$ cat config.mk
export PLATFORM = sky130hd
export DESIGN_NAME = sac_adc_cal
export DESIGN_NICKNAME = d
export VERILOG_FILES = /design/src/core/sac_adc_cal.v
export VERILOG_INCLUDE_DIRS = /design/src /design/src/core
export SDC_FILE = /design/constraint.sdc
export NUM_CORES = 1
export LEC_CHECK = 0
export BUFFER_PORTS_ARGS = -buffer_cell sky130_fd_sc_hd__buf_2
export CAP_MARGIN = 20
export CORE_MARGIN = 2
export CORE_UTILIZATION = 57
export CTS_CLUSTER_DIAMETER = 30
export CTS_CLUSTER_SIZE = 12
export DETAILED_ROUTE_END_ITERATION = 10
export PLACE_DENSITY = 0.87
export SYNTH_ARGS = -nofsm -noshare
export SYNTH_HDL_FRONTEND = slang
export SYNTH_SLANG_ARGS = --single-unit
$ cat constraint.sdc
create_clock -name clk_sys -period 10.8 [get_ports clk_sys]
set_input_delay 2.16 -clock clk_sys [delete_from_list [all_inputs] [get_ports clk_sys]]
set_output_delay 2.16 -clock clk_sys [all_outputs]
set_load 0.02 [all_outputs]
$ cat src/core/sac_defines.vh
// constants for the converter control block: register offsets, fields, reset values, timing
// assumes byte addresses on a 32-bit bus with one register per aligned word
`ifndef SAC_DEFINES_VH
`define SAC_DEFINES_VH

// ------------------------------------------------------------
// register byte offsets
// ------------------------------------------------------------
`define SAC_OFS_CTRL 8'h00
`define SAC_OFS_STATUS 8'h04
`define SAC_OFS_RESULT 8'h08
`define SAC_OFS_RAW 8'h0C
`define SAC_OFS_OFFSET 8'h10
`define SAC_OFS_GAIN 8'h14
`define SAC_OFS_CAP0 8'h18
`define SAC_OFS_CAP6 8'h30

// ------------------------------------------------------------
// field positions
// ------------------------------------------------------------
`define SAC_CTRL_CAL_BIT 0
`define SAC_CTRL_CONV_BIT 1
`define SAC_STAT_DONE_BIT 0
`define SAC_STAT_BUSY_BIT 1
`define SAC_STAT_CAL_BIT 2

// ------------------------------------------------------------
// reset values and arithmetic constants
// ------------------------------------------------------------
`define SAC_RST_OFFSET 13'h0000
`define SAC_RST_GAIN 12'h800
`define SAC_GAIN_UNITY 12'h800
`define SAC_GAIN_SHIFT 11
`define SAC_MID_CODE 13'h0800
`define SAC_CODE_MAX 12'hFFF
`define SAC_CAP_COUNT 7

// ------------------------------------------------------------
// front-end input selection
// ------------------------------------------------------------
`define SAC_SEL_NORMAL 2'h0
`define SAC_SEL_ZERO 2'h1
`define SAC_SEL_CAP 2'h2

// ------------------------------------------------------------
// timing in clk_sys cycles
// ------------------------------------------------------------
`define SAC_SAMPLE_CYC 4'h4
`define SAC_SETTLE_CYC 4'h3

`endif
$ cat src/core/sac_adc_cal.v
// successive-approximation control with self-calibration and result correction, AHB-Lite slave
// assumes a comparator pin asynchronous to clk_sys and an analog front end steered by calInSel
// ------------------------------------------------------------
// How it works
// - writing the calibration start bit launches the whole calibration sequence unaided.
// - there is no calibration-failed flag; software range-checks the stored results itself.
// - the offset correction is written by hardware after the zero-input conversion, the gain correction at the end of calibration.
// - every capacitor value computed during calibration lands in its own register.
// - each conversion result has the offset subtracted and is then scaled by the gain.
// - a 12-bit code is built from one trial per bit, twelve compare rounds in all.
// - trials start at the top bit, set it, and keep it only when the DAC is below the input.
// - the accumulated error of bit k is Ek plus lower errors at binary-growing weights.
// - the conversion-complete flag is raised when a normal conversion ends and when the whole calibration sequence ends.
// ------------------------------------------------------------
//
// Design decisions made here: the AHB-Lite register port and the register addresses.
`timescale 1ns/1ps
`default_nettype none
`include "sac_defines.vh"

module sac_adc_cal
(
  // clock and reset
  input wire clk_sys,
  input wire rst,
  // ahb-lite slave
  input wire hsel,
  input wire [31:0] haddr,
  input wire [1:0] htrans,
  input wire hwrite,
  input wire [2:0] hsize,
  input wire [31:0] hwdata,
  input wire hready,
  output reg [31:0] hrdata,
  output wire hreadyout,
  output wire hresp,
  // analog front end
  output reg [11:0] dacCode,
  output reg sampleHold,
  output reg [1:0] calInSel,
  output reg [2:0] capSel,
  input wire cmpDacBelow
);

  // ------------------------------------------------------------
  // states
  // ------------------------------------------------------------
  localparam [4:0] ST_IDLE = 5'h01;
  localparam [4:0] ST_SAMP = 5'h02;
  localparam [4:0] ST_TRIAL = 5'h04;
  localparam [4:0] ST_STORE = 5'h08;
  localparam [4:0] ST_CORR = 5'h10;

  reg [4:0] state_ff;
  reg [3:0] cnt_ff;
  reg [11:0] trial_ff;
  reg [11:0] raw_ff;
  reg [11:0] result_ff;
  reg calRun_ff;
  reg [3:0] step_ff;
  reg signed [15:0] run_ff;
  reg signed [12:0] offset_ff;
  reg [11:0] gain_ff;
  reg signed [15:0] cap_ff [0:`SAC_CAP_COUNT-1];
  reg done_ff;
  reg cmpMeta_ff;
  reg cmpSync_ff;
  reg busWr_ff;
  reg busAct_ff;
  reg [7:0] busAddr_ff;
  integer i;

  assign hreadyout = 1'b1;
  assign hresp = 1'b0;

  // ------------------------------------------------------------
  // comparator synchroniser
  // ------------------------------------------------------------
  always @(posedge clk_sys)
  begin
    if (rst)
    begin
      cmpMeta_ff <= 1'b0;
      cmpSync_ff <= 1'b0;
    end
    else
    begin
      cmpMeta_ff <= cmpDacBelow;
      cmpSync_ff <= cmpMeta_ff;
    end
  end

  // ------------------------------------------------------------
  // bus decode
  // ------------------------------------------------------------
  wire addrPhase = hsel & htrans[1] & hready;
  wire wrNow = busAct_ff & busWr_ff;
  wire calReq = wrNow && (busAddr_ff == `SAC_OFS_CTRL) && hwdata[`SAC_CTRL_CAL_BIT];
  wire convReq = wrNow && (busAddr_ff == `SAC_OFS_CTRL) && hwdata[`SAC_CTRL_CONV_BIT];
  wire doneClr = wrNow && (busAddr_ff == `SAC_OFS_STATUS) && hwdata[`SAC_STAT_DONE_BIT];
  wire idle = state_ff[0];

  // ------------------------------------------------------------
  // calibration arithmetic
  // ------------------------------------------------------------
  wire signed [12:0] err = $signed({1'b0, raw_ff}) - $signed(`SAC_MID_CODE);
  wire signed [15:0] errWide = {{3{err[12]}}, err};
  wire signed [15:0] accErr = errWide + run_ff;
  wire [2:0] capIdx = step_ff[2:0] - 3'h1;
  wire lastStep = (step_ff == `SAC_CAP_COUNT);

  // ------------------------------------------------------------
  // correction arithmetic
  // ------------------------------------------------------------
  wire signed [13:0] diff = $signed({2'b00, raw_ff}) - $signed({offset_ff[12], offset_ff});
  wire signed [26:0] prod = diff * $signed({1'b0, gain_ff});
  wire signed [26:0] scaled = prod >>> `SAC_GAIN_SHIFT;
  reg [11:0] nxt_result;
  always @*
  begin
    if (scaled < 0)
      nxt_result = 12'h000;
    else if (scaled > $signed({15'h0000, `SAC_CODE_MAX}))
      nxt_result = `SAC_CODE_MAX;
    else
      nxt_result = scaled[11:0];
  end

  // ------------------------------------------------------------
  // conversion and calibration sequencer
  // ------------------------------------------------------------
  always @(posedge clk_sys)
  begin
    if (rst)
    begin
      state_ff <= ST_IDLE;
      cnt_ff <= 4'h0;
      trial_ff <= 12'h000;
      dacCode <= 12'h000;
      raw_ff <= 12'h000;
      result_ff <= 12'h000;
      sampleHold <= 1'b0;
      calInSel <= `SAC_SEL_NORMAL;
      capSel <= 3'h0;
      calRun_ff <= 1'b0;
      step_ff <= 4'h0;
      run_ff <= 16'h0000;
      offset_ff <= `SAC_RST_OFFSET;
      gain_ff <= `SAC_RST_GAIN;
      for (i = 0; i < `SAC_CAP_COUNT; i = i + 1)
        cap_ff[i] <= 16'h0000;
    end
    else
    begin
      case (state_ff)
        ST_IDLE:
        begin
          if (calReq)
          begin
            calRun_ff <= 1'b1;
            step_ff <= 4'h0;
            run_ff <= 16'h0000;
            calInSel <= `SAC_SEL_ZERO;
            sampleHold <= 1'b1;
            cnt_ff <= `SAC_SAMPLE_CYC;
            state_ff <= ST_SAMP;
          end
          else if (convReq)
          begin
            calInSel <= `SAC_SEL_NORMAL;
            sampleHold <= 1'b1;
            cnt_ff <= `SAC_SAMPLE_CYC;
            state_ff <= ST_SAMP;
          end
        end
        ST_SAMP:
        begin
          if (cnt_ff == 4'h1)
          begin
            sampleHold <= 1'b0;
            trial_ff <= 12'h800;
            dacCode <= 12'h800;
            cnt_ff <= `SAC_SETTLE_CYC;
            state_ff <= ST_TRIAL;
          end
          else
            cnt_ff <= cnt_ff - 4'h1;
        end
        ST_TRIAL:
        begin
          if (cnt_ff == 4'h1)
          begin
            cnt_ff <= `SAC_SETTLE_CYC;
            // keep the bit only when the dac sits below the input
            if (trial_ff[0])
            begin
              raw_ff <= cmpSync_ff ? dacCode : (dacCode & ~trial_ff);
              dacCode <= 12'h000;
              state_ff <= calRun_ff ? ST_STORE : ST_CORR;
            end
            else
            begin
              dacCode <= (cmpSync_ff ? dacCode : (dacCode & ~trial_ff)) | (trial_ff >> 1);
              trial_ff <= trial_ff >> 1;
            end
          end
          else
            cnt_ff <= cnt_ff - 4'h1;
        end
        ST_STORE:
        begin
          if (step_ff == 4'h0)
            offset_ff <= err;
          else
          begin
            cap_ff[capIdx] <= accErr;
            run_ff <= (run_ff <<< 1) + errWide;
          end
          if (lastStep)
          begin
            gain_ff <= `SAC_GAIN_UNITY - accErr[11:0];
            calRun_ff <= 1'b0;
            calInSel <= `SAC_SEL_NORMAL;
            capSel <= 3'h0;
            state_ff <= ST_IDLE;
          end
          else
          begin
            capSel <= step_ff[2:0];
            calInSel <= `SAC_SEL_CAP;
            step_ff <= step_ff + 4'h1;
            sampleHold <= 1'b1;
            cnt_ff <= `SAC_SAMPLE_CYC;
            state_ff <= ST_SAMP;
          end
        end
        ST_CORR:
        begin
          result_ff <= nxt_result;
          state_ff <= ST_IDLE;
        end
        default:
          state_ff <= ST_IDLE;
      endcase
    end
  end

  // ------------------------------------------------------------
  // completion flag, set wins over clear
  // ------------------------------------------------------------
  wire doneSet = (state_ff == ST_CORR) || ((state_ff == ST_STORE) && lastStep);
  always @(posedge clk_sys)
  begin
    if (rst)
      done_ff <= 1'b0;
    else if (doneSet)
      done_ff <= 1'b1;
    else if (doneClr)
      done_ff <= 1'b0;
  end

  // ------------------------------------------------------------
  // ahb data phase tracking and read data
  // ------------------------------------------------------------
  reg [31:0] nxt_rdata;
  reg [7:0] rdAddr;
  always @*
  begin
    rdAddr = {haddr[7:2], 2'b00};
    nxt_rdata = 32'h00000000;
    if (rdAddr == `SAC_OFS_STATUS)
      nxt_rdata = {29'h0, calRun_ff, ~idle, done_ff};
    else if (rdAddr == `SAC_OFS_RESULT)
      nxt_rdata = {20'h00000, result_ff};
    else if (rdAddr == `SAC_OFS_RAW)
      nxt_rdata = {20'h00000, raw_ff};
    else if (rdAddr == `SAC_OFS_OFFSET)
      nxt_rdata = {{19{offset_ff[12]}}, offset_ff};
    else if (rdAddr == `SAC_OFS_GAIN)
      nxt_rdata = {20'h00000, gain_ff};
    else if (rdAddr >= `SAC_OFS_CAP0 && rdAddr <= `SAC_OFS_CAP6)
      nxt_rdata = {{16{cap_ff[rdAddr[4:2] - 3'h6][15]}}, cap_ff[rdAddr[4:2] - 3'h6]};
  end

  always @(posedge clk_sys)
  begin
    if (rst)
    begin
      busAct_ff <= 1'b0;
      busWr_ff <= 1'b0;
      busAddr_ff <= 8'h00;
      hrdata <= 32'h00000000;
    end
    else
    begin
      busAct_ff <= addrPhase;
      busWr_ff <= hwrite;
      busAddr_ff <= {haddr[7:2], 2'b00};
      if (addrPhase && !hwrite)
        hrdata <= nxt_rdata;
    end
  end

endmodule // sac_adc_cal
`default_nettype wire

== After elaboration in Yosys (flattened, before gate mapping) ==
Memories as Yosys holds them, arrays and structs flattened.
Cells that the tools add are included.
W data, S select, Z words.
Operators by class
  magnitude comparators: 4
  bitwise operators: 7
  equality and inequality tests: 22
  reductions and logical operators: 31
  $add $sub $neg: 9
  multipliers: 1
  multiplexer cells: 59
Operators with widths (count)
  $mux W32: 6
  $mux W12: 8
  $mux W16: 3
  $pmux W12 S2: 2
  $pmux W16 S2: 1
  $mux W5: 6
  $mul A14 B13 Y27: 1
  $mux W4: 6
  $pmux W5 S4: 1
  $reduce_and A3 Y1: 6
  $add A13 B16 Y16: 1
  $add A16 B13 Y16: 1
  $gt A16 B13 Y1 const B: 1
  $lt A16 B1 Y1 const B: 1
  $ne A2 B2 Y1 const B: 8
  $reduce_or A16 Y1: 1
  $mux W1: 15
  $sub A13 B13 Y14: 1
  $sub A12 B12 Y13 const B: 1
  $and A12 B12 Y12: 1
  $eq A6 B2 Y1 const B: 2
  $eq A6 B3 Y1 const B: 2
  $not A12 Y12: 1
  $or A12 B11 Y12: 1
  other kinds (36): 56
Word-level totals
  word-level logic and storage cells: 157
  memories kept: 1
  input port bits: 75
  memory bits (writable): 112
  flip-flop bits (word level): 154
  output and inout bits: 52
Memories
  cap_ff: depth 7, width 16, read ports 1, clocked after Yosys merged registers in 0, wr ports 7, line sac_adc_cal.v:64  | reg signed [15:0] cap_ff [0:`SAC_CAP_COUNT-1];

== Longest topological paths before layout ==
  word-level depth: 8
  mapped depth: 36
  gate-level depth less buffers: 33

== Worst setup path before layout ==
Ideal clock, no wire load.
  path kind: reg2reg
  start point: reg raw_ff[1]
  end point: reg result_ff[9]
  buffers on the path: 4
  period minus slack after synthesis: 7.933 ns
  data required time: 10.737 ns
  setup slack: 2.867 ns
  setup time: 0.063 ns
  arrival time: 7.870 ns
  stages on the path, launching flop included: 35
  cell sequence: dfxtp_1 ha_1 nor2b_1 o21ai_0 a21boi_0 o21ai_1 a211oi_1 nor2_1 a211o_1 xnor2_1 clkbuf_1 nand2_1 fa_1 clkbuf_1 xnor2_1 ha_1 inv_1 fa_1 inv_1 fa_1 inv_1 fa_1 inv_1 ha_1 buf_4 a21o_1 a21o_1 a21oi_1 nor4b_1 nand3_1 a21o_1 a211oi_1 clkbuf_1 o221ai_1 nand3b_1
On the way
  word-level cells in the longest chain between the ends: 5
  elaborated cells between the ends (all ways): 6
  classes of those cells: 1 x add/sub; 1 x mul; 2 x order compare; 2 x mux
RTL lines
  start, declared: line sac_adc_cal.v:57  | reg [11:0] raw_ff;
  start signal, assigned: line sac_adc_cal.v:197  | raw_ff <= cmpSync_ff ? dacCode : (dacCode & ~trial_ff);
  $sub A13 B13 Y14 (*): line sac_adc_cal.v:115  | wire signed [13:0] diff = $signed({2'b00, raw_ff}) - $signed({offset_ff[12], offset_ff});
  $mul A14 B13 Y27 (*): line sac_adc_cal.v:116  | wire signed [26:0] prod = diff * $signed({1'b0, gain_ff});
  $gt A16 B13 Y1: line sac_adc_cal.v:123  | else if (scaled > $signed({15'h0000, `SAC_CODE_MAX}))
  $mux W12: line sac_adc_cal.v:123
  $mux W12 (*): line sac_adc_cal.v:121  | if (scaled < 0)
  end signal, assigned: line sac_adc_cal.v:239  | result_ff <= nxt_result;
  end, declared: line sac_adc_cal.v:58  | reg [11:0] result_ff;
Mark *: on every way between the ends. The rest lies on a longest branch, timed or not.
A chain may end at the register's enable or synchronous reset.

== Worst setup path in the final report ==
  start point: reg raw_ff[1]
  end point: reg result_ff[0]
The elaborated chain is that of the path after synthesis.

==> results.py <==
metrics = {
    "outcome": {
        "status": "finished clean",
    },
    "job": {
        "max-cap-violations": 0,
    },
    "synthesis": {
        "ys_top_cells_by_area": "edfxtp_1, dfxtp_1, fa_1",
        "ys_seq_area_share_pct": 33.1,
        "synth_seq_cells": 263,
        "synth_edf_count": 112,
        "yosys.area.top_type": "edfxtp_1",
        "syn_avg_cell_area_um2": 9.41,
        "yosysWarnings": 0,
        "synth_ff_type": "dfxtp_1",
        "async_reset_ff_share_pct": 0,
        "syn-cell-area_um2": 19300,
        "postSynthCellCount": 2052,
        "syn_nets": 2389,
        "synth_top_area_share_pct": 17.4,
        "synth.distinct_cells": 77,
    },
    "layout": {
        "multi_input_area_um2": 11400,
        "drive_gt1_share_pct": 9.94,
        "fin_cells": 2531,
        "finalInstanceArea_um2": 21100,
        "final_nets": 2392,
        "ff_latch_area_um2": 6390,
        "layout_commonest_cell": "inv_1",
        "fillers": 2515,
        "syn2layout_area_growth_pct": 9.21,
        "num_antenna_cells": 0,
        "mostFrequentLayoutCells": "inv_1, nand2_1, fa_1, dfxtp_1, nor2_1",
    },
    "critical_path": {
        "cp_top_family": "adder cells",
        "critPathKind": "flop to flop",
        "worstPathMaxFanout": 12,
        "required_ps": 11200,
        "rr_worst_depth": 29,
        "crit_cells": 29,
        "arrival_ps": 9160,
        "slowest_stage": "xor2_1",
        "crit_buf_inv": 4,
        "worst_setup_path_start_kind": "flop",
        "worst_setup_path_end_kind": "flop",
        "crit_top_cell": "fa_1",
        "slowest_delay_ps": 790,
    },
    "floorplanning": {
        "initial_core_util_pct": 57.7,
        "die-area_um2": 35400,
        "rows": 67,
        "io_pins": 127,
        "core_area_um2": 33400,
        "dieWidth_um": 188,
        "die_y_um": 188,
    },
    "global_route": {
        "grt_pass1_wl_um": 79100,
        "antenna_found_initial": 0,
        "overflow": 0,
        "grt_usage_pct": 28.0,
        "grt_pass1_vias": 15500,
        "grt_max_degree": 80,
    },
    "drt": {
        "vias_per_cell": 6.00,
        "drtIter0Drc": 1549,
        "remaining_drc_errors": 0,
        "post_drt_wl_per_cell_um": 19.3,
        "totalWireLength_um": 48800,
        "num_vias": 15200,
        "dr.pass1.iters": 6,
        "ant_nets": 0,
    },
    "clocking": {
        "clockRootBuffer": "clkbuf_16",
        "clkSinkCount": 263,
        "cts_hold_buf": 0,
        "cts_buffers": 37,
        "cts_tree": "done",
        "cts_resized": 0,
        "clock_latency_ps": 520,
        "cts_buffer_depth": 3,
        "cts_setup_buffers": 0,
        "htree_num_levels": 2,
        "clkTransAtPathRegs_ps": 60,
    },
    "place": {
        "placed_cells_incl_taps": 2461,
        "dp_hpwl_um": 34100,
        "portBuffers": 64,
        "placed_area_um2": 19800,
        "gp_congestion": 0.915,
    },
    "timing": {
        "rsz0062_at_grt": "no",
        "fin_skew_ps": 14.9,
        "slew_viol_final": 0,
        "hold_viol_final": 0,
        "relSlewSlack_pct": 24.9,
        "post-route-min-period_ps": 8760,
        "setup-violations-final": 0,
        "fmax_mhz": 114,
        "finalCritPeriodShare_pct": 81.1,
        "tns_ps": 0,
        "tightest_slew_ps": 1130,
        "hold-worst-slack_ps": 447,
    },
    "min_path": {
        "min_path_type": "flop to flop",
        "worstHoldPathCells": 1,
    },
    "pwr": {
        "power_density_nw_per_um2": 115,
        "ir_drop_mv": 0.189,
        "p_leak_uw": 0.00929,
    },
}
cells in the mapped netlist (32+ instances only):
| master | n |
|---|---|
| inv_1 | 262 |
| and2_1 | 87 |
| dfxtp_1 | 151 |
| a21oi_1 | 143 |
| nand3_1 | 62 |
| nand2_1 | 217 |
| ha_1 | 111 |
| clkbuf_1 | 88 |
| xor2_1 | 34 |
| edfxtp_1 | 112 |
| xnor2_1 | 45 |
| fa_1 | 151 |
| o21ai_0 | 85 |
| mux4_2 | 32 |
| nor2_1 | 145 |
area by class of cell:
class | count | share of cell area (%)
Timing Repair Buffer | 82 | 2.16
Multi-Input combinational cell | 1409 | 54.1
Clock buffer | 47 | 4.92
Tap cell | 448 | 2.66
Clock inverter | 20 | 1.20
Sequential cell | 263 | 30.3
Inverter | 262 | 4.66
cells by family after synthesis:
logic type,count (synthesis),synth area share (%)
mux,49,4.62
xor+xnor,79,3.58
buf+inv,380,7.83
fa+ha+maj,264,22.9
other cells,2,0.0389
simple gates,662,16.6
flops,263,33.1
compound gates,353,11.3
worst reg2reg max path: cells and delay by family, from the launching register on:
family,cells,cell delay [ps]
adder cells (fa/ha/maj),7,2900
AO/OA/AOI/OAI,10,2470
buffers and inverters,4,310
flip-flops,1,530
AND/OR/NAND/NOR,7,1630
XOR/XNOR,1,790
metal layers:
metal	track usage (%)	vias up	part of all wire, %
li1	-	6836	-
met1	34.8	7383	38
met2	47.7	780	49
met3	4.42	177	8.2
met4	13.8	0	4.9
met5	0	-	0
path summary, 6_finish.rpt:
path	from	end	slack, ps
setup reg to reg	raw_ff[1]	result_ff[0]	2040
hold / removal	hrdata[6]	hrdata[6]	450
setup / recovery	raw_ff[1]	result_ff[0]	2040
hold reg to reg	hrdata[6]	hrdata[6]	450
state kept, by name, summed over array words and instances (netlist names), 3 cells and up:
name,flops
raw_ff,12
busAddr_ff,6
dacCode,12
step_ff,4
trial_ff,12
hrdata,16
capSel,3
offset_ff,12
state_ff,5
cnt_ff,4
result_ff,12
run_ff,16
gain_ff,12
cap_ff,128
through the flow:
step           setup slack (ps)  power (uW)  utilization, %
3_3_place_gp               2330        1180            59.1
2_1_floorplan              2870        1150               -
3_5_place_dp               2100        1180            59.1
5_1_grt                    1500        2470            63.1
4_1_cts                    2080        2420            63.0
6_report                   2040        2420            63.1
report_power, final:
group	switching (uW)	internal, uW
Sequential	8.32	1050
Combinational	66.0	35.2
Clock	470	789
No activity file was read; power rests on OpenSTA's default activity.
